--- src/inc/nvs_pkg.sv ---
// Constants, types and timing for the store/recall sequencer
// Assumes a single 50 MHz clock; every time is converted to cycles here
package nvs_pkg;

    // ==================================================================
    // Clock and unit scale
    localparam int CLK_NS    = 20;
    localparam int NS_PER_US = 1000;
    localparam int NS_PER_MS = 1_000_000;

    // ==================================================================
    // Times as printed
    localparam int T_FA_MS      = 20;
    localparam int T_FA_LV_MS   = 40;
    localparam int T_STORE_MS   = 8;
    localparam int T_RECALL_US  = 600;
    localparam int T_DELAY_NS   = 25;
    localparam int T_HHHD_NS    = 500;
    localparam int T_LZHSB_US   = 5;
    localparam int T_WAKE_MS    = 20;
    localparam int T_WAKE_LV_MS = 40;
    localparam int T_SLEEP_MS   = 8;
    localparam int T_SB_US      = 100;

    // Longest time to cycles, rounded down, at least one
    function automatic int cyc_max(input int ns);
        int c;
        c = ns / CLK_NS;
        return (c < 1) ? 1 : c;
    endfunction

    // ==================================================================
    // Cycle counts
    localparam int C_FA_CYC      = cyc_max(T_FA_MS * NS_PER_MS);
    localparam int C_FA_LV_CYC   = cyc_max(T_FA_LV_MS * NS_PER_MS);
    localparam int C_STORE_CYC   = cyc_max(T_STORE_MS * NS_PER_MS);
    localparam int C_RECALL_CYC  = cyc_max(T_RECALL_US * NS_PER_US);
    localparam int C_DELAY_CYC   = cyc_max(T_DELAY_NS);
    localparam int C_HHHD_CYC    = cyc_max(T_HHHD_NS);
    localparam int C_LZHSB_CYC   = cyc_max(T_LZHSB_US * NS_PER_US);
    localparam int C_WAKE_CYC    = cyc_max(T_WAKE_MS * NS_PER_MS);
    localparam int C_WAKE_LV_CYC = cyc_max(T_WAKE_LV_MS * NS_PER_MS);
    localparam int C_SLEEP_CYC   = cyc_max(T_SLEEP_MS * NS_PER_MS);
    localparam int C_SB_CYC      = cyc_max(T_SB_US * NS_PER_US);

    // ==================================================================
    // Synchroniser lanes
    localparam int SYNC_W    = 4;
    localparam int LANE_SUP  = 0;
    localparam int LANE_PIN  = 1;
    localparam int LANE_SCL  = 2;
    localparam int LANE_SDA  = 3;

    // ==================================================================
    // Types
    typedef struct packed {
        logic store;
        logic recall;
        logic sleep;
        logic wake;
    } nvs_cmd_t;

    typedef struct packed {
        logic host_en;
        logic sram_wen;
        logic busy;
        logic low_power;
        logic standby;
    } nvs_stat_t;

    typedef enum logic [3:0] {
        S_PWRDN,
        S_RECALL,
        S_READY,
        S_DELAY,
        S_STORE,
        S_HIGH,
        S_PINWAIT,
        S_SLP_ENTER,
        S_SLEEP,
        S_WAKE
    } nvs_state_t;

endpackage

--- src/hdl/nvs_sync.sv ---
// Two-flop synchroniser for a group of asynchronous levels
// Assumes inputs may change at any time relative to clk_in
module nvs_sync #(
    parameter int           W    = 1,
    parameter logic [W-1:0] IDLE = '0
) (
    // Clock and reset
    input  wire logic         clk_in,
    input  wire logic         rst_in,
    // Levels
    input  wire logic [W-1:0] d_in,
    output logic      [W-1:0] q_out
);
    logic [W-1:0] meta_r;

    // ==================================================================
    // Two stages
    always_ff @(posedge clk_in) begin
        if (rst_in) begin
            meta_r <= IDLE;
            q_out  <= IDLE;
        end else begin
            meta_r <= d_in;
            q_out  <= meta_r;
        end
    end
endmodule

--- src/hdl/nvs_seq.sv ---
// Store/recall sequencer of a serial nonvolatile SRAM
// Assumes supply monitor, store/busy pin and bus lines are asynchronous;
// commands and write strobes come from logic on clk_in
module nvs_seq
    import nvs_pkg::*;
#(
    parameter bit LOW_V       = 1'b0,
    parameter int CNT_W       = 21,
    parameter int FA_CYC      = C_FA_CYC,
    parameter int FA_LV_CYC   = C_FA_LV_CYC,
    parameter int STORE_CYC   = C_STORE_CYC,
    parameter int RECALL_CYC  = C_RECALL_CYC,
    parameter int WAKE_CYC    = C_WAKE_CYC,
    parameter int WAKE_LV_CYC = C_WAKE_LV_CYC,
    parameter int SLEEP_CYC   = C_SLEEP_CYC,
    parameter int SB_CYC      = C_SB_CYC
) (
    // Clock and reset
    input  wire logic      clk_in,
    input  wire logic      rst_in,
    // Supply monitor, high above trip level
    input  wire logic      supply_ok_in,
    // Bus lines, sampled only
    input  wire logic      scl_in,
    input  wire logic      sda_in,
    // Commands and SRAM write strobe
    input  wire nvs_cmd_t  cmd_in,
    input  wire logic      sram_write_in,
    // Store/busy pin
    input  wire logic      store_busy_pin_in,
    output logic           store_busy_pin_out,
    output logic           store_busy_pin_oe_out,
    // Status
    output nvs_stat_t      stat_out
);
    localparam int FA_SEL   = LOW_V ? FA_LV_CYC : FA_CYC;
    localparam int WAKE_SEL = LOW_V ? WAKE_LV_CYC : WAKE_CYC;
    localparam int A_HHHD   = C_HHHD_CYC;
    // Idle levels of the lanes, so no false edge follows reset
    localparam logic [SYNC_W-1:0] SYNC_IDLE = (SYNC_W'(1) << LANE_PIN) |
                                              (SYNC_W'(1) << LANE_SCL) |
                                              (SYNC_W'(1) << LANE_SDA);

    // ==================================================================
    // Elaboration checks
    if (FA_LV_CYC >= 2 ** CNT_W || WAKE_LV_CYC >= 2 ** CNT_W ||
        STORE_CYC >= 2 ** CNT_W || SB_CYC < 3 || FA_CYC < 1 ||
        FA_CYC >= 2 ** CNT_W || WAKE_CYC >= 2 ** CNT_W ||
        RECALL_CYC >= 2 ** CNT_W || SLEEP_CYC >= 2 ** CNT_W ||
        FA_LV_CYC < 1 || WAKE_CYC < 1 || WAKE_LV_CYC < 1 ||
        STORE_CYC < 1 || RECALL_CYC < 1 || SLEEP_CYC < 1) begin : g_chk
        $error("nvs_seq: counter too narrow or count too small");
    end

    nvs_state_t       state_r, state_nxt;
    logic [CNT_W-1:0] cnt_r, cnt_nxt;
    logic [SYNC_W-1:0] sync_s;
    logic             supply_s, pin_s, scl_s, sda_s, sda_d_r;
    logic             pend_r, stop_det, start_det, wr_ok;

    // ==================================================================
    // Input synchronisation
    nvs_sync #(.W(SYNC_W), .IDLE(SYNC_IDLE)) u_sync (
        .clk_in (clk_in),
        .rst_in (rst_in),
        .d_in   ({sda_in, scl_in, store_busy_pin_in, supply_ok_in}),
        .q_out  (sync_s)
    );

    assign supply_s  = sync_s[LANE_SUP];
    assign pin_s     = sync_s[LANE_PIN];
    assign scl_s     = sync_s[LANE_SCL];
    assign sda_s     = sync_s[LANE_SDA];
    assign stop_det  = scl_s && sda_s && !sda_d_r;
    assign start_det = scl_s && !sda_s && sda_d_r;
    assign wr_ok     = sram_write_in && stat_out.sram_wen;

    always_ff @(posedge clk_in) begin
        if (rst_in) begin
            sda_d_r <= 1'b1;
        end else begin
            sda_d_r <= sda_s;
        end
    end

    // ==================================================================
    // Write-pending flag, set wins over clear
    always_ff @(posedge clk_in) begin
        if (rst_in) begin
            pend_r <= 1'b0;
        end else if (wr_ok) begin
            pend_r <= 1'b1;
        end else if ((state_r == S_STORE || state_r == S_RECALL) && cnt_r == '0) begin
            pend_r <= 1'b0;
        end
    end

    // ==================================================================
    // Sequencer
    always_comb begin
        state_nxt = state_r;
        cnt_nxt   = (cnt_r == '0) ? cnt_r : cnt_r - 1'b1;
        unique case (state_r)
            S_PWRDN: begin
                if (supply_s) begin
                    state_nxt = S_RECALL;
                    cnt_nxt   = CNT_W'(FA_SEL - 1);
                end
            end
            S_RECALL: begin
                if (!supply_s) begin
                    state_nxt = S_PWRDN;
                end else if (cnt_r == '0) begin
                    state_nxt = S_READY;
                end
            end
            S_DELAY: begin
                if (cnt_r == '0) begin
                    state_nxt = S_STORE;
                    cnt_nxt   = CNT_W'(STORE_CYC - 1);
                end
            end
            S_STORE: begin
                if (cnt_r == '0) begin
                    state_nxt = supply_s ? S_HIGH : S_PWRDN;
                    cnt_nxt   = CNT_W'(C_HHHD_CYC - 1);
                end
            end
            S_HIGH: begin
                if (cnt_r == '0) begin
                    state_nxt = S_PINWAIT;
                end
            end
            S_PINWAIT: begin
                if (pin_s) begin
                    state_nxt = S_READY;
                end
            end
            S_SLP_ENTER: begin
                if (cnt_r == '0) begin
                    state_nxt = S_SLEEP;
                end
            end
            S_SLEEP: begin
                if (cmd_in.wake) begin
                    state_nxt = S_WAKE;
                    cnt_nxt   = CNT_W'(WAKE_SEL - 1);
                end
            end
            S_WAKE: begin
                if (cnt_r == '0) begin
                    state_nxt = S_READY;
                end
            end
            S_READY: begin
                if (!pin_s) begin
                    state_nxt = pend_r ? S_DELAY : S_PINWAIT;
                    cnt_nxt   = CNT_W'(C_DELAY_CYC - 1);
                end else if (cmd_in.store) begin
                    state_nxt = S_STORE;
                    cnt_nxt   = CNT_W'(STORE_CYC - 1);
                end else if (cmd_in.recall) begin
                    state_nxt = S_RECALL;
                    cnt_nxt   = CNT_W'(RECALL_CYC - 1);
                end else if (cmd_in.sleep) begin
                    state_nxt = S_SLP_ENTER;
                    cnt_nxt   = CNT_W'(SLEEP_CYC - 1);
                end
            end
        endcase
        // Supply loss overrides idle-like states
        if (!supply_s && (state_r == S_READY || state_r == S_PINWAIT ||
            state_r == S_SLP_ENTER || state_r == S_SLEEP || state_r == S_WAKE)) begin
            state_nxt = pend_r ? S_DELAY : S_PWRDN;
            cnt_nxt   = CNT_W'(C_DELAY_CYC - 1);
        end
    end

    always_ff @(posedge clk_in) begin
        if (rst_in) begin
            state_r <= S_PWRDN;
            cnt_r   <= '0;
        end else begin
            state_r <= state_nxt;
            cnt_r   <= cnt_nxt;
        end
    end

    // ==================================================================
    // Host gating and status
    always_ff @(posedge clk_in) begin
        if (rst_in) begin
            stat_out.host_en   <= 1'b0;
            stat_out.sram_wen  <= 1'b0;
            stat_out.busy      <= 1'b0;
            stat_out.low_power <= 1'b0;
        end else begin
            stat_out.host_en   <= state_r == S_READY && supply_s && pin_s;
            stat_out.sram_wen  <= (state_r == S_READY && supply_s && pin_s) ||
                                  state_r == S_DELAY;
            stat_out.busy      <= state_r == S_STORE || state_r == S_RECALL ||
                                  state_r == S_DELAY;
            stat_out.low_power <= state_r == S_SLEEP;
        end
    end

    // ==================================================================
    // Standby after STOP
    always_ff @(posedge clk_in) begin
        if (rst_in) begin
            stat_out.standby <= 1'b0;
        end else if (state_r != S_READY || start_det) begin
            stat_out.standby <= 1'b0;
        end else if (stop_det) begin
            stat_out.standby <= 1'b1;
        end
    end

    // ==================================================================
    // Store/busy pin driver
    always_ff @(posedge clk_in) begin
        if (rst_in) begin
            store_busy_pin_out    <= 1'b1;
            store_busy_pin_oe_out <= 1'b0;
        end else begin
            store_busy_pin_oe_out <= state_r == S_DELAY || state_r == S_STORE ||
                                     state_r == S_HIGH;
            store_busy_pin_out    <= state_r == S_HIGH;
        end
    end
endmodule

--- config.mk ---
export PLATFORM = sky130hd
export DESIGN_NAME = nvs_seq
export DESIGN_NICKNAME = d
export VERILOG_FILES = /design/src/inc/nvs_pkg.sv /design/src/hdl/nvs_sync.sv /design/src/hdl/nvs_seq.sv
export SDC_FILE = /design/constraint.sdc
export NUM_CORES = 1
export LEC_CHECK = 0
export BUFFER_PORTS_ARGS = -buffer_cell sky130_fd_sc_hd__buf_2
export CAP_MARGIN = 25
export CORE_AREA = 2 2 69 71
export DETAILED_ROUTE_END_ITERATION = 6
export DIE_AREA = 0 0 71 73
export GPL_TIMING_DRIVEN = 1
export PLACE_DENSITY = 0.8
export SLEW_MARGIN = 20
export SYNTH_ARGS = -nofsm -noshare
export SYNTH_HDL_FRONTEND = slang
export SYNTH_SLANG_ARGS = --single-unit
--- constraint.sdc ---
create_clock -name clk_in -period 3.1 [get_ports clk_in]
set_clock_uncertainty 0.2 [all_clocks]
set_input_delay 0.155 -clock clk_in [delete_from_list [all_inputs] [get_ports clk_in]]
set_output_delay 0.155 -clock clk_in [all_outputs]
set_load 0.03 [all_outputs]
After elaboration in Yosys (flattened, before gate mapping)
Cells that the tools add are included.
{ "word_totals": {"output_inout_bits": 7, "regBits": 42, "in_bits": 11} }
{ "classes": {"n_eq_ne": 18, "mux": 30, "addsub": 1, "reduce_logical": 28} }
{ "ops": {"columns": ["operator", "n"], "rows": [
  ["$mux 21", 9],
  ["$pmux 21 s5", 1],
  ["$mux 4", 14],
  ["$pmux 4 s10", 1],
  ["$logic_not 21->1", 1],
  ["$sub 21x1->21 const B", 1],
  ["$eq 4x3->1 const B", 4],
  ["$logic_or 1x1->1", 10],
  ["$logic_and 1x1->1", 9],
  ["$ne 3x2->1 const B", 3],
  ["$eq 4x2->1 const B", 2],
  ["$eq 4x4->1 const B", 2],
  ["$reduce_and 8->1", 1],
  ["$mux 3", 2],
  ["$ne 3x1->1 const B", 2],
  ["$ne 3x3->1 const B", 2],
  ["$ne 6x6->1 const B", 1],
  ["$eq 4x1->1 const B", 1],
  ["$logic_not 4->1", 1],
  ["$ne 4x2->1 const B", 1],
  ["$reduce_or 2->1", 2],
  ["$logic_not 1->1", 3],
  ["$mux 1", 2],
  ["$mux 2", 1],
  ["$reduce_bool 2->1", 1]
]} }

Logic depth before layout (Yosys ltp)
Gate-level depths: netlist of run 1.
{ "logic_depth": {"depth_word": 8, "mapped_depth": 9} }

Cells and area by module
A second synthesis of run 1 with hierarchy kept.
{ "unflattened": {"hier_cells": 329, "hier_area_um2": 2580.0} }
{ "modules_own_cells": {"columns": ["module", "seq_area_each_um2", "cells_each", "area_each_um2", "n_inst"], "rows": [
  ["nvs_seq", 680.7, 313, 2369.8, 1],
  ["nvs_sync", 160.2, 16, 210.2, 1]
]} }

Least setup slack after synthesis of run 1
Ideal clock, no wire load.
{ "synth_timing": {"path_kind": "reg-to-reg", "from": "register cnt_r[4]", "to": "register state_r[2]", "setup_slack_ps": 747, "path_stages_with_launch": 8, "arrival_ps": 2089, "period_less_slack_ps": 2353, "setup_ps": 65, "cell_sequence": "dfxtp_1 or4_1 buf_2 or3_1 buf_6 a21oi_4 mux2_1 nor2_1"} }
{ "synth_via": {"elab_chain_len": 5, "elab_cells_between_ends": 10, "classes_between": "eq/ne (4); mux (4); reduce/logical (2)"} }
{ "synth_rtl": {"columns": ["element", "line_no", "source"], "rows": [
  ["start: declaration", "nvs_seq.sv:56", "logic [CNT_W-1:0] cnt_r, cnt_nxt;"],
  ["start signal: assignment", "nvs_seq.sv:185", "cnt_r <= cnt_nxt;"],
  ["$logic_not 21->1 (*)", null, null],
  ["$mux 4 (2 in series)", null, null],
  ["$pmux 4 s10", null, null],
  ["$mux 4", null, null],
  ["end signal: assignment", "nvs_seq.sv:184", "state_r <= state_nxt;"],
  ["end: declaration", "nvs_seq.sv:55", "nvs_state_t state_r, state_nxt;"]
]} }
Every way passes the cells marked *; elsewhere a longest branch is shown, timed or not.
A chain may end at the register's enable or synchronous reset.

Final worst setup path of run 1
{ "layout_timing": {"from": "register cnt_r[11]", "to": "register cnt_r[16]"} }
{ "layout_via": {"elab_chain_len": 7, "elab_cells_between_ends": 12, "classes_between": "add/sub (1); mux (10); reduce/logical (1)"} }
{ "layout_rtl": {"columns": ["element", "line_no", "source"], "rows": [
  ["$sub 21x1->21 or $logic_not 21->1 (tied branches)", "nvs_seq.sv:102, nvs_seq.sv:118, nvs_seq.sv:124", null],
  ["$mux 21", "nvs_seq.sv:102", "cnt_nxt = (cnt_r == '0) ? cnt_r : cnt_r - 1'b1;"],
  ["$mux 21", "nvs_seq.sv:165", "end else if (cmd_in.sleep) begin"],
  ["$mux 21", "nvs_seq.sv:162", "end else if (cmd_in.recall) begin"],
  ["$mux 21", "nvs_seq.sv:159", "end else if (cmd_in.store) begin"],
  ["$mux 21", "nvs_seq.sv:156", "if (!pin_s) begin"],
  ["$pmux 21 s5 (*)", "nvs_seq.sv:103", "unique case (state_r)"]
]} }
Marks and branches as above.

==> results by group, run 1 <==
Placement
  – DP Worst Slack: 486.0 ps
  – Cell Area, Placed: 2683 um2
  – RD Place Congestion: 0.9190
  – PortBufs: 17
  – HPWL Detailed: 4743 um
  – Cells after DPL: 380

Clock network
  – Number of CTS-inserted buffers: 5
  – Clk sink count: 42
  – Worst skew pair latency: 300 ps
  – Root Driver: clkbuf_8
  – Clock tree buffer depth: 2
  – Post-CTS Setup Bufs: 0
  – CTS tree: built
  – H-tree depth reported by CTS: 2
  – Clk slew on worst S/H paths: 80 ps

Critical path
  – Crit path from: cnt_r[11]$_SDFF_PP0_
  – Arrival time worst endpoint: 2670 ps
  – Critical path endpoint category: flip-flop
  – CP max FO: 10
  – CP Data Required Time: 3080 ps
  – Worst Setup Start Kind: flip-flop
  – Worst setup path class: reg -> reg
  – Reg-to-Reg Start: cnt_r[11]$_SDFF_PP0_

Cells and area
  – Layout net count: 355
  – Fin area: 2848 um2
  – Post-route insts no fill: 395
  – Finished Core Util: 62.79%
  – Layout cell share with drive strength beyond 1: 16.13%
  – Area Growth Syn to Fin: 11.24%
  – Ant diodes: 0
  – Fill cells: 409

Synth
  – Yosys reg bits: 42
  – Post-synth EDFFs: 0
  – Ys async rst share: 0%
  – Post-synth top flop: dfxtp_1
  – Syn_area_per_cell: 8.000 um2
  – Cell area after synthesis: 2560 um2
  – Seq/Total Area, Yosys: 32.84%
  – Mux cell area share after synthesis: 2.395%
  – Distinct cells, synth: 57
  – Synth Area in Simple Gates: 29.81%
  – Largest family of logic cells by synthesized area: simple AND/OR/NAND/NOR gates
  – Adder-cell share of the synthesized area: 1.955%
  – Largest area contributor in the netlist: dfxtp_1
  – Top cell type's share of synthesized area: 32.84%
  – Xor/xnor cell area share of the yosys netlist: 4.790%
  – Area fraction in compound gates after synthesis: 24.10%
  – Syn Nets: 335
  – Cells after Synth: 320
  – Area contributors post-synth: dfxtp_1, a21oi_1, nor2_1, xnor2_1, o21ai_0
  – Syn. warnings: 0

GRT
  – GR peak layer: met2
  – Global route overflow: 0
  – GRT met1 Usage: 32.99%
  – Vias in the first global route: 2256
  – Met2 Track Usage GR: 44.55%
  – Initial antenna violation count: 0
  – GRT Util Overall: 26.69%
  – Largest net degree at the start of global routing: 25
  – First-pass GRT wire length: 10870 um
  – GR Util met3: 5.801%

Worst hold path
  – Hold_sp: rst_in
  – HP Class: in -> reg

Timing
  – Max Transition Viols Final: 0
  – Worst Tran Pin Value: 601.9 ps
  – Fin crit share: 86.82%
  – Final Setup Violations: 0
  – Setup TNS: 0 ps
  – Worst hold margin: 33.85 ps
  – F_max: 371.5 MHz
  – RSZ-0062 raised after global routing: no
  – Endpoints failing hold: 0
  – Period minus WS final: 2691 ps
  – Setup ws final: 408.6 ps
  – Max-slew headroom: 59.82%

Drt
  – Number of remaining DRC errors: 0
  – Vias per inst: 6.473
  – Wirelength, routed: 6720 um
  – Detailed Routing Iterations Pass 1: 6
  – Initial DRC count: 222
  – Wire length per cell: 17.01 um
  – Post-DRT Antenna Nets: 0
  – Routed vias: 2557

Outcome
  – Status: finished, final reports clean

Pwr
  – Power Dens Cells: 837.1 nW/um2
  – VDD IR max: 0.2827 mV
  – Static Leakage: 1.034 nW
  – Power Total: 2.384 mW

Run
  – Max Cap Viol: 0

Die
  – DIE HEIGHT: 73 um
  – Top Ports: 18
  – Core area: 4536 um2
  – Die X: 71 um
  – Die ar.: 5183 um2
  – Site Rows: 25
  – Initial Util: 56.44%
sequential cells by signal (all words and copies together) (netlist names):
register               cells
cnt_r                     21
stat_out                   5
state_r                    4
u_sync.meta_r              4
u_sync.q_out               4
pend_r                     1
sda_d_r                    1
store_busy_pin_oe_out      1
store_busy_pin_out         1
critical path, stage by stage (launching register included):
cell     delay (ps)
dfxtp_1         380
nor4_4          420
nand2_1         320
nor3_2          390
buf_4           250
a21oi_1         100
o31ai_1         420
a21oi_1          70
cells by family after synthesis:
kind of cell,Yosys count
flip-flops,42
multiplexers,6
AND/OR/NAND/NOR,134
XOR/XNOR,14
adder cells (fa/ha/maj),4
AO/OA/AOI/OAI,95
buffers and inverters,25
cell type report:
class	instances	area [um2]	share of cell area, %
Multi-Input combinational cell	253	1614	56.68
Inverter	8	30.03	1.054
Sequential cell	42	840.8	29.53
Tap cell	54	67.56	2.373
Clock inverter	2	12.51	0.4394
Timing Repair Buffer	30	200.2	7.030
Clock buffer	6	82.58	2.900
final timing paths:
path                                      to  slack [ps]  depth (start not counted)
hold / removal       state_r[2]$_SDFFE_PP0P_          30                          2
hold reg to reg   u_sync.q_out[3]$_SDFF_PP1_         220                          1
setup reg to reg        cnt_r[16]$_SDFF_PP0_         410                          7
setup / recovery        cnt_r[16]$_SDFF_PP0_         410                          7
routing by layer:
metal	routed length, um	up-vias
met2	3104	141
met5	0	-
met3	536	35
met1	2802	1169
li1	-	1212
met4	277	0
cells in the final DEF, fill, tap and decap left out, types with 3 or more instances in the layout:
| cell type | count |
|---|---|
| o21bai_1 | 3 |
| dfxtp_1 | 42 |
| o22ai_1 | 6 |
| nor4_1 | 3 |
| nor3_2 | 4 |
| nor3_1 | 15 |
| buf_4 | 6 |
| or4_1 | 3 |
| nor2_1 | 35 |
| clkbuf_8 | 6 |
| nand2b_1 | 9 |
| a21o_1 | 4 |
| or2_2 | 9 |
| dlygate4sd3_1 | 7 |
| nand2_1 | 22 |
| inv_1 | 8 |
| buf_2 | 17 |
| or3_1 | 4 |
| a211oi_1 | 4 |
| o211ai_1 | 5 |
| a21oi_1 | 27 |
| o21ai_0 | 21 |
| mux2i_1 | 5 |
| a31oi_1 | 5 |
| nor4b_1 | 3 |
| xnor2_1 | 13 |
| ha_1 | 4 |
| nand3_1 | 5 |
| o31ai_1 | 5 |
| nor2b_1 | 5 |
where the power goes:
group | leakage [nW] | switching [mW] | internal (mW) | total, mW
registers | 0.345 | 0.171 | 0.671 | 0.843
logic | 0.642 | 0.669 | 0.490 | 1.16
clock network | 0.0472 | 0.203 | 0.179 | 0.382
total | 1.03 | 1.04 | 1.34 | 2.38
cell usage after synthesis (all sizes together) (3+ instances only):
master / number
ha: 4
nand2b: 9
xnor2: 13
mux2i: 5
nand3: 5
a211oi: 4
a21o: 4
nor2b: 5
dfxtp: 42
nor2: 35
nor3: 19
inv: 8
o21bai: 3
nand2: 22
nor4: 6
clkbuf: 10
o21ai: 21
nor4b: 4
buf: 7
a31oi: 5
or2: 10
o211ai: 5
o22ai: 6
or4: 3
or3: 4
o31ai: 5
a21oi: 28
what timing repair did:
item,in CTS,in global routing
endpoints found under the hold margin,6,0
resized for setup,0,0
hold buffers,7,0
No activity file was read; power rests on OpenSTA's default activity.
==> run 2: changes to the inputs <==
--- a/config.mk
+++ b/config.mk
@@ -5,13 +5,15 @@
 export SDC_FILE = /design/constraint.sdc
 export NUM_CORES = 1
 export LEC_CHECK = 0
+export ABC_AREA = 1
+export ABC_CLOCK_PERIOD_IN_PS = 3100
 export BUFFER_PORTS_ARGS = -buffer_cell sky130_fd_sc_hd__buf_2
 export CAP_MARGIN = 25
-export CORE_AREA = 2 2 69 71
+export CORE_AREA = 2 2 71 73
 export DETAILED_ROUTE_END_ITERATION = 6
-export DIE_AREA = 0 0 71 73
+export DIE_AREA = 0 0 73 75
 export GPL_TIMING_DRIVEN = 1
-export PLACE_DENSITY = 0.8
+export PLACE_DENSITY = 0.79
 export SLEW_MARGIN = 20
 export SYNTH_ARGS = -nofsm -noshare
 export SYNTH_HDL_FRONTEND = slang
==> run 2 against run 1 <==
Against the previous run: clock-buffer cell count grew 1; global-route usage grew 2.3 points; largest cell class unchanged; cell count grew 31%; register-to-register slack gained 150 ps.
==> results by group, run 2 <==
Critical path
  – Worst Setup Start Kind: flip-flop
  – CP Depth: 11
  – Arrival time worst endpoint: 2520 ps
  – Slowest cell on the critical path: nand3_1
  – Worst path cell trace: inv_1 -> ha_1 -> nand3_1 -> inv_1 -> nand3_1 -> nand2_2 -> nand2_1 -> nor2_1 -> nand2_1 -> nand2_1 -> a31oi_1
  – Cells on worst reg2reg path: 11
  – CP max FO: 13
  – CP Data Required Time: 3080 ps
  – Worst setup path class: reg -> reg
  – CP delay by family, top: simple AND/OR/NAND/NOR gates
  – WP buf/inv: 2
  – Most common cell on crit path: nand2_1
  – Slowest stage delay, CP: 400 ps
  – Critical path endpoint category: flip-flop

Timing
  – Max Transition Viols Final: 0
  – Period minus WS final: 2538 ps
  – F_max: 394.0 MHz
  – Endpoints failing hold: 0
  – Fin crit share: 81.88%
  – Max-slew headroom: 63.96%
  – Worst Tran Pin Value: 539.1 ps
  – Setup ws final: 561.9 ps
  – Final Setup Violations: 0
  – Worst hold margin: 38.04 ps
  – RSZ-0062 raised after global routing: no
  – Setup TNS: 0 ps

GRT
  – First-pass GRT wire length: 12100 um
  – GRT Util Overall: 28.98%
  – Global route overflow: 0
  – Largest net degree at the start of global routing: 17
  – Vias in the first global route: 2550
  – Initial antenna violation count: 0

Placement
  – RD Place Congestion: 0.9404
  – HPWL Detailed: 5970 um
  – Cells after DPL: 502
  – PortBufs: 17
  – Cell Area, Placed: 2825 um2
  – DP Worst Slack: 639.4 ps

Synth
  – Ys async rst share: 0%
  – Synth Area in Simple Gates: 44.81%
  – Post-synth top flop: dfxtp_1
  – Synth top cells by count: nand2_1, nor2_1, inv_1
  – Area fraction in compound gates after synthesis: 10.34%
  – Adder-cell share of the synthesized area: 1.855%
  – Seq/Total Area, Yosys: 31.17%
  – Mux cell area share after synthesis: 0%
  – Largest family of logic cells by synthesized area: simple AND/OR/NAND/NOR gates
  – Most common cell in the synthesized netlist: nand2_1
  – Area contributors post-synth: dfxtp_1, nand2_1, nor2_1, inv_1, nand3_1
  – Top cell type's share of synthesized area: 31.17%
  – Distinct cells, synth: 35
  – Xor/xnor cell area share of the yosys netlist: 2.922%
  – Cells after Synth: 435
  – Yosys reg bits: 42
  – Syn Nets: 450
  – Post-synth EDFFs: 0
  – Syn_area_per_cell: 6.201 um2
  – Largest area contributor in the netlist: dfxtp_1
  – Syn. warnings: 0
  – Cell area after synthesis: 2698 um2

Cells and area
  – Fin area: 2987 um2
  – Most common cell after layout, fill and taps aside: nand2_1
  – Post-route insts no fill: 517
  – Layout cell share with drive strength beyond 1: 12.31%
  – Area Growth Syn to Fin: 10.71%
  – Finished Core Util: 64.08%
  – Sequential Area: 840.8 um2
  – Most frequent cells in the layout: nand2_1, nor2_1, inv_1
  – Ant diodes: 0
  – Max reg flops: 21
  – Layout net count: 477
  – Fill cells: 433
  – Largest registers: cnt_r x21, stat_out x5
  – Largest Register: cnt_r
  – Footprint of the multi-input gates: 1617 um2

Die
  – Initial Util: 57.88%
  – DIE HEIGHT: 75 um
  – Site Rows: 25
  – Die X: 73 um
  – Die ar.: 5475 um2
  – Core area: 4661 um2
  – Top Ports: 18

Drt
  – Initial DRC count: 264
  – Post-DRT Antenna Nets: 0
  – Detailed Routing Iterations Pass 1: 5
  – Wire length per cell: 14.89 um
  – Vias per inst: 5.515
  – Routed vias: 2851
  – Wirelength, routed: 7698 um
  – Number of remaining DRC errors: 0

Clock network
  – Number of CTS-inserted buffers: 5
  – Root Driver: clkbuf_8
  – CTS tree: built
  – Clk slew on worst S/H paths: 80 ps
  – H-tree depth reported by CTS: 2
  – Clock tree buffer depth: 2
  – Worst skew pair latency: 290 ps
  – Cts hold-fix bufs: 7
  – Post-CTS Setup Bufs: 0
  – Clk sink count: 42
  – CTS resizes: 0

Run
  – Max Cap Viol: 0

Outcome
  – Status: finished, final reports clean

Pwr
  – Static Leakage: 1.608 nW
  – Power Total: 2.761 mW
  – VDD IR max: 0.4116 mV
  – Power Dens Cells: 924.4 nW/um2

Worst hold path
  – Hold Path Depth: 3
  – HP Class: in -> reg
[run 2: changes by cell type in the layout (fill, tap and decap cells not counted), sizes merged, moves of 6 or more]
cell | before | now
nand2b | 9 | 0
inv | 8 | 56
xor2 | 1 | 7
a21oi | 28 | 17
buf | 23 | 17
nand3 | 5 | 39
nor2 | 35 | 76
nand2 | 22 | 134
xnor2 | 13 | 2
nor3 | 19 | 5
[run 2: final cells by class]
class / count / area share, %
inverter: 57 / 7.206
timing repair buffer: 24 / 5.195
clock buffer: 7 / 2.891
tap: 54 / 2.262
multi-input combinational: 332 / 54.13
sequential: 42 / 28.15
clock inverter: 1 / 0.1676
[run 2: logic make-up after synthesis]
kind of cell             Yosys count
adder cells (fa/ha/maj)            4
AND/OR/NAND/NOR                  271
flip-flops                        42
AO/OA/AOI/OAI                     48
buffers and inverters             61
XOR/XNOR                           9
[run 2: power breakdown]
group | switching (mW) | leakage, nW | internal [mW]
clock | 0.190 | 0.0482 | 0.180
sequential | 0.125 | 0.344 | 0.663
combinational | 1.06 | 1.22 | 0.539
[run 2: worst paths after layout]
check / from / to / slack [ps]
worst max-delay path: cnt_r[0]$_SDFF_PP0_ / cnt_r[2]$_SDFF_PP0_ / 560
worst min register to register: u_sync.meta_r[2]$_SDFF_PP1_ / u_sync.q_out[2]$_SDFF_PP1_ / 220
worst max register to register: cnt_r[0]$_SDFF_PP0_ / cnt_r[2]$_SDFF_PP0_ / 560
worst min-delay path: cmd_in[3] / cnt_r[4]$_SDFF_PP0_ / 40
[run 2: layer usage]
layer	up-vias	wire [um]	global-route usage, %
met2	136	3802	51.45
li1	1439	-	-
met5	-	0	0
met3	27	505	4.016
met1	1249	3119	34.84
met4	0	271	12.96
[run 2: tightest hold or removal path: cells and delay by family]
| kind | cells | cell delay (ps) |
|---|---|---|
| AO/OA/AOI/OAI | 2 | 230 |
| buffers and inverters | 1 | 120 |
==> run 3: changes to the inputs <==
--- a/config.mk
+++ b/config.mk
@@ -6,7 +6,7 @@
 export NUM_CORES = 1
 export LEC_CHECK = 0
 export ABC_AREA = 1
-export ABC_CLOCK_PERIOD_IN_PS = 3100
+export ABC_CLOCK_PERIOD_IN_PS = 2400
 export BUFFER_PORTS_ARGS = -buffer_cell sky130_fd_sc_hd__buf_2
 export CAP_MARGIN = 25
 export CORE_AREA = 2 2 71 73
==> constraint.sdc (replaced) <==
create_clock -name clk_in -period 2.4 [get_ports clk_in]
set_clock_uncertainty 0.2 [all_clocks]
set_input_delay 0.12 -clock clk_in [delete_from_list [all_inputs] [get_ports clk_in]]
set_output_delay 0.12 -clock clk_in [all_outputs]
set_load 0.03 [all_outputs]
==> run 3 against run 2 <==
Against the previous run: hold slack improved by 38 ps; cell count rose by 1.2%; clock power up 47%; via count up 1.8%; sequential power up 27%; combinational power up 36%; critical path depth stayed put; maximum frequency rose by 15%; die area unchanged; routed wire length shrank 0.13%; final area increased by 2.2%; register-to-register slack worse by 360 ps; largest power group unchanged; highest routed layer unchanged.
==> results by group, run 3 (synthesized netlist as in run 2, its figures left out) <==
Outcome
  – Status: finished, final reports clean

Drt
  – Routed vias: 2901
  – Wirelength, routed: 7688 um
  – Vias per inst: 5.547
  – Post-DRT Antenna Nets: 0
  – Detailed Routing Iterations Pass 1: 5
  – Wire length per cell: 14.70 um
  – Number of remaining DRC errors: 0
  – Initial DRC count: 180

Clock network
  – Root Driver: clkbuf_8
  – Clock tree buffer depth: 2
  – Post-CTS Setup Bufs: 0
  – Number of CTS-inserted buffers: 5
  – Clk slew on worst S/H paths: 80 ps
  – CTS tree: built
  – Clk sink count: 42
  – Worst skew pair latency: 300 ps
  – H-tree depth reported by CTS: 2

Critical path
  – WP buf/inv: 2
  – Slowest stage delay, CP: 330 ps
  – Worst Setup Start Kind: flip-flop
  – Arrival time worst endpoint: 2190 ps
  – Worst setup path class: reg -> reg
  – CP delay by family, top: simple AND/OR/NAND/NOR gates
  – CP Data Required Time: 2390 ps
  – Most common cell on crit path: nor2_1
  – Worst path cell trace: inv_1 -> ha_1 -> nand3_1 -> inv_1 -> nand3_2 -> nand2_2 -> nand2_1 -> nor2_1 -> nor2_1 -> nor2_1 -> a21oi_1
  – Critical path endpoint category: flip-flop
  – CP max FO: 10
  – Slowest cell on the critical path: dfxtp_1

Die
  – Core area: 4661 um2
  – Site Rows: 25
  – DIE HEIGHT: 75 um
  – Top Ports: 18
  – Initial Util: 57.88%
  – Die ar.: 5475 um2
  – Die X: 73 um

Cells and area
  – Most common cell after layout, fill and taps aside: nand2_1
  – Layout cell share with drive strength beyond 1: 13.43%
  – Most frequent cells in the layout: nand2_1, nor2_1, inv_1
  – Largest Register: cnt_r
  – Largest registers: cnt_r x21, stat_out x5
  – Area Growth Syn to Fin: 13.13%
  – Ant diodes: 0
  – Max reg flops: 21
  – Layout net count: 483
  – Fill cells: 442

GRT
  – First-pass GRT wire length: 12960 um
  – Global route overflow: 0
  – Initial antenna violation count: 0
  – GRT Util Overall: 31.04%
  – Largest net degree at the start of global routing: 17
  – Vias in the first global route: 2785

Placement
  – RD Place Congestion: 0.9243
  – DP Worst Slack: 109.4 ps
  – PortBufs: 17
  – HPWL Detailed: 6125 um

Pwr
  – Power Dens Cells: 1218 nW/um2
  – VDD IR max: 0.4506 mV
  – Static Leakage: 1.642 nW

Timing
  – RSZ-0062 raised after global routing: no
  – F_max: 454.2 MHz
  – Max-slew headroom: 74.01%
  – Setup ws final: 198.4 ps
  – Period minus WS final: 2202 ps
  – Worst Tran Pin Value: 388.5 ps
  – Final Setup Violations: 0
  – Max Transition Viols Final: 0
  – Setup TNS: 0 ps
  – Fin crit share: 91.73%
  – Endpoints failing hold: 0

Worst hold path
  – HP Class: in -> reg

Run
  – Max Cap Viol: 0
-- run 3: cell count changes in the layout (fill, tap and decap cells not counted), sizes merged --
| cell | before | now |
|---|---|---|
| buf | 17 | 23 |
| bufinv | 0 | 1 |
| clkinv | 2 | 1 |
-- run 3: tightest hold or removal path, delay by kind of cell --
kind	cells	cell delay (ps)
AOI/OAI and AO/OA	2	290
buffers and inverters	1	120
-- run 3: final cells by class --
cell class	count	area, um2	area share, %
sequential	42	840.8	27.55
multi-input combinational	332	1622	53.14
inverter	57	215.2	7.052
clock buffer	7	76.32	2.501
clock inverter	1	30.03	0.9840
timing repair buffer	30	200.2	6.560
tap	54	67.56	2.214
-- run 3: report_power, final --
part           switching [mW]  total [mW]  leakage (nW)  internal, mW
Clock                   0.232       0.543        0.0524         0.311
Combinational            1.42        2.17          1.24         0.753
Sequential              0.143       0.999         0.344         0.857
-- run 3: path summary, 6_finish.rpt --
check,start,end,slack (ps),cells past startpoint
hold reg to reg,u_sync.meta_r[3]$_SDFF_PP1_,u_sync.q_out[3]$_SDFF_PP1_,210,1
setup reg to reg,cnt_r[0]$_SDFF_PP0_,cnt_r[18]$_SDFF_PP0_,200,11
hold / removal,cmd_in[3],cnt_r[4]$_SDFF_PP0_,80,3
setup / recovery,cnt_r[0]$_SDFF_PP0_,cnt_r[18]$_SDFF_PP0_,200,11
-- run 3: repair_timing --
| item | CTS | global route |
|---|---|---|
| setup endpoints to repair | 0 | 10 |
| hold endpoints to repair | 12 | 0 |
| gates resized for setup | 0 | 1 |
| hold buffers | 7 | 0 |
-- run 3: metal layers --
metal  part of all wire, %  vias to the layer above  routed length [um]  track usage, %
met4                   3.3                        0                 250           12.55
met1                    40                     1275                3069           35.79
met5                     0                        -                   0               0
li1                      -                     1454                   -               -
met2                    51                      150                3934           57.56
met3                   5.6                       22                 434           4.418
-- run 3: through the flow --
step / utilization (%) / total power, mW / hold slack (ps) / instances / instance area (um2)
3_3_place_gp: 61.58 / 3.082 / 104.3 / 508 / 2870
3_5_place_dp: 61.58 / 3.102 / 109.4 / 508 / 2870
4_1_cts: 65.37 / 3.670 / 52.18 / 523 / 3047
6_report: 65.48 / 3.716 / 76.40 / 523 / 3052
2_1_floorplan: - / 2.563 / 23.81 / 435 / 2698
5_1_grt: 65.48 / 4.071 / 115.0 / 523 / 3052
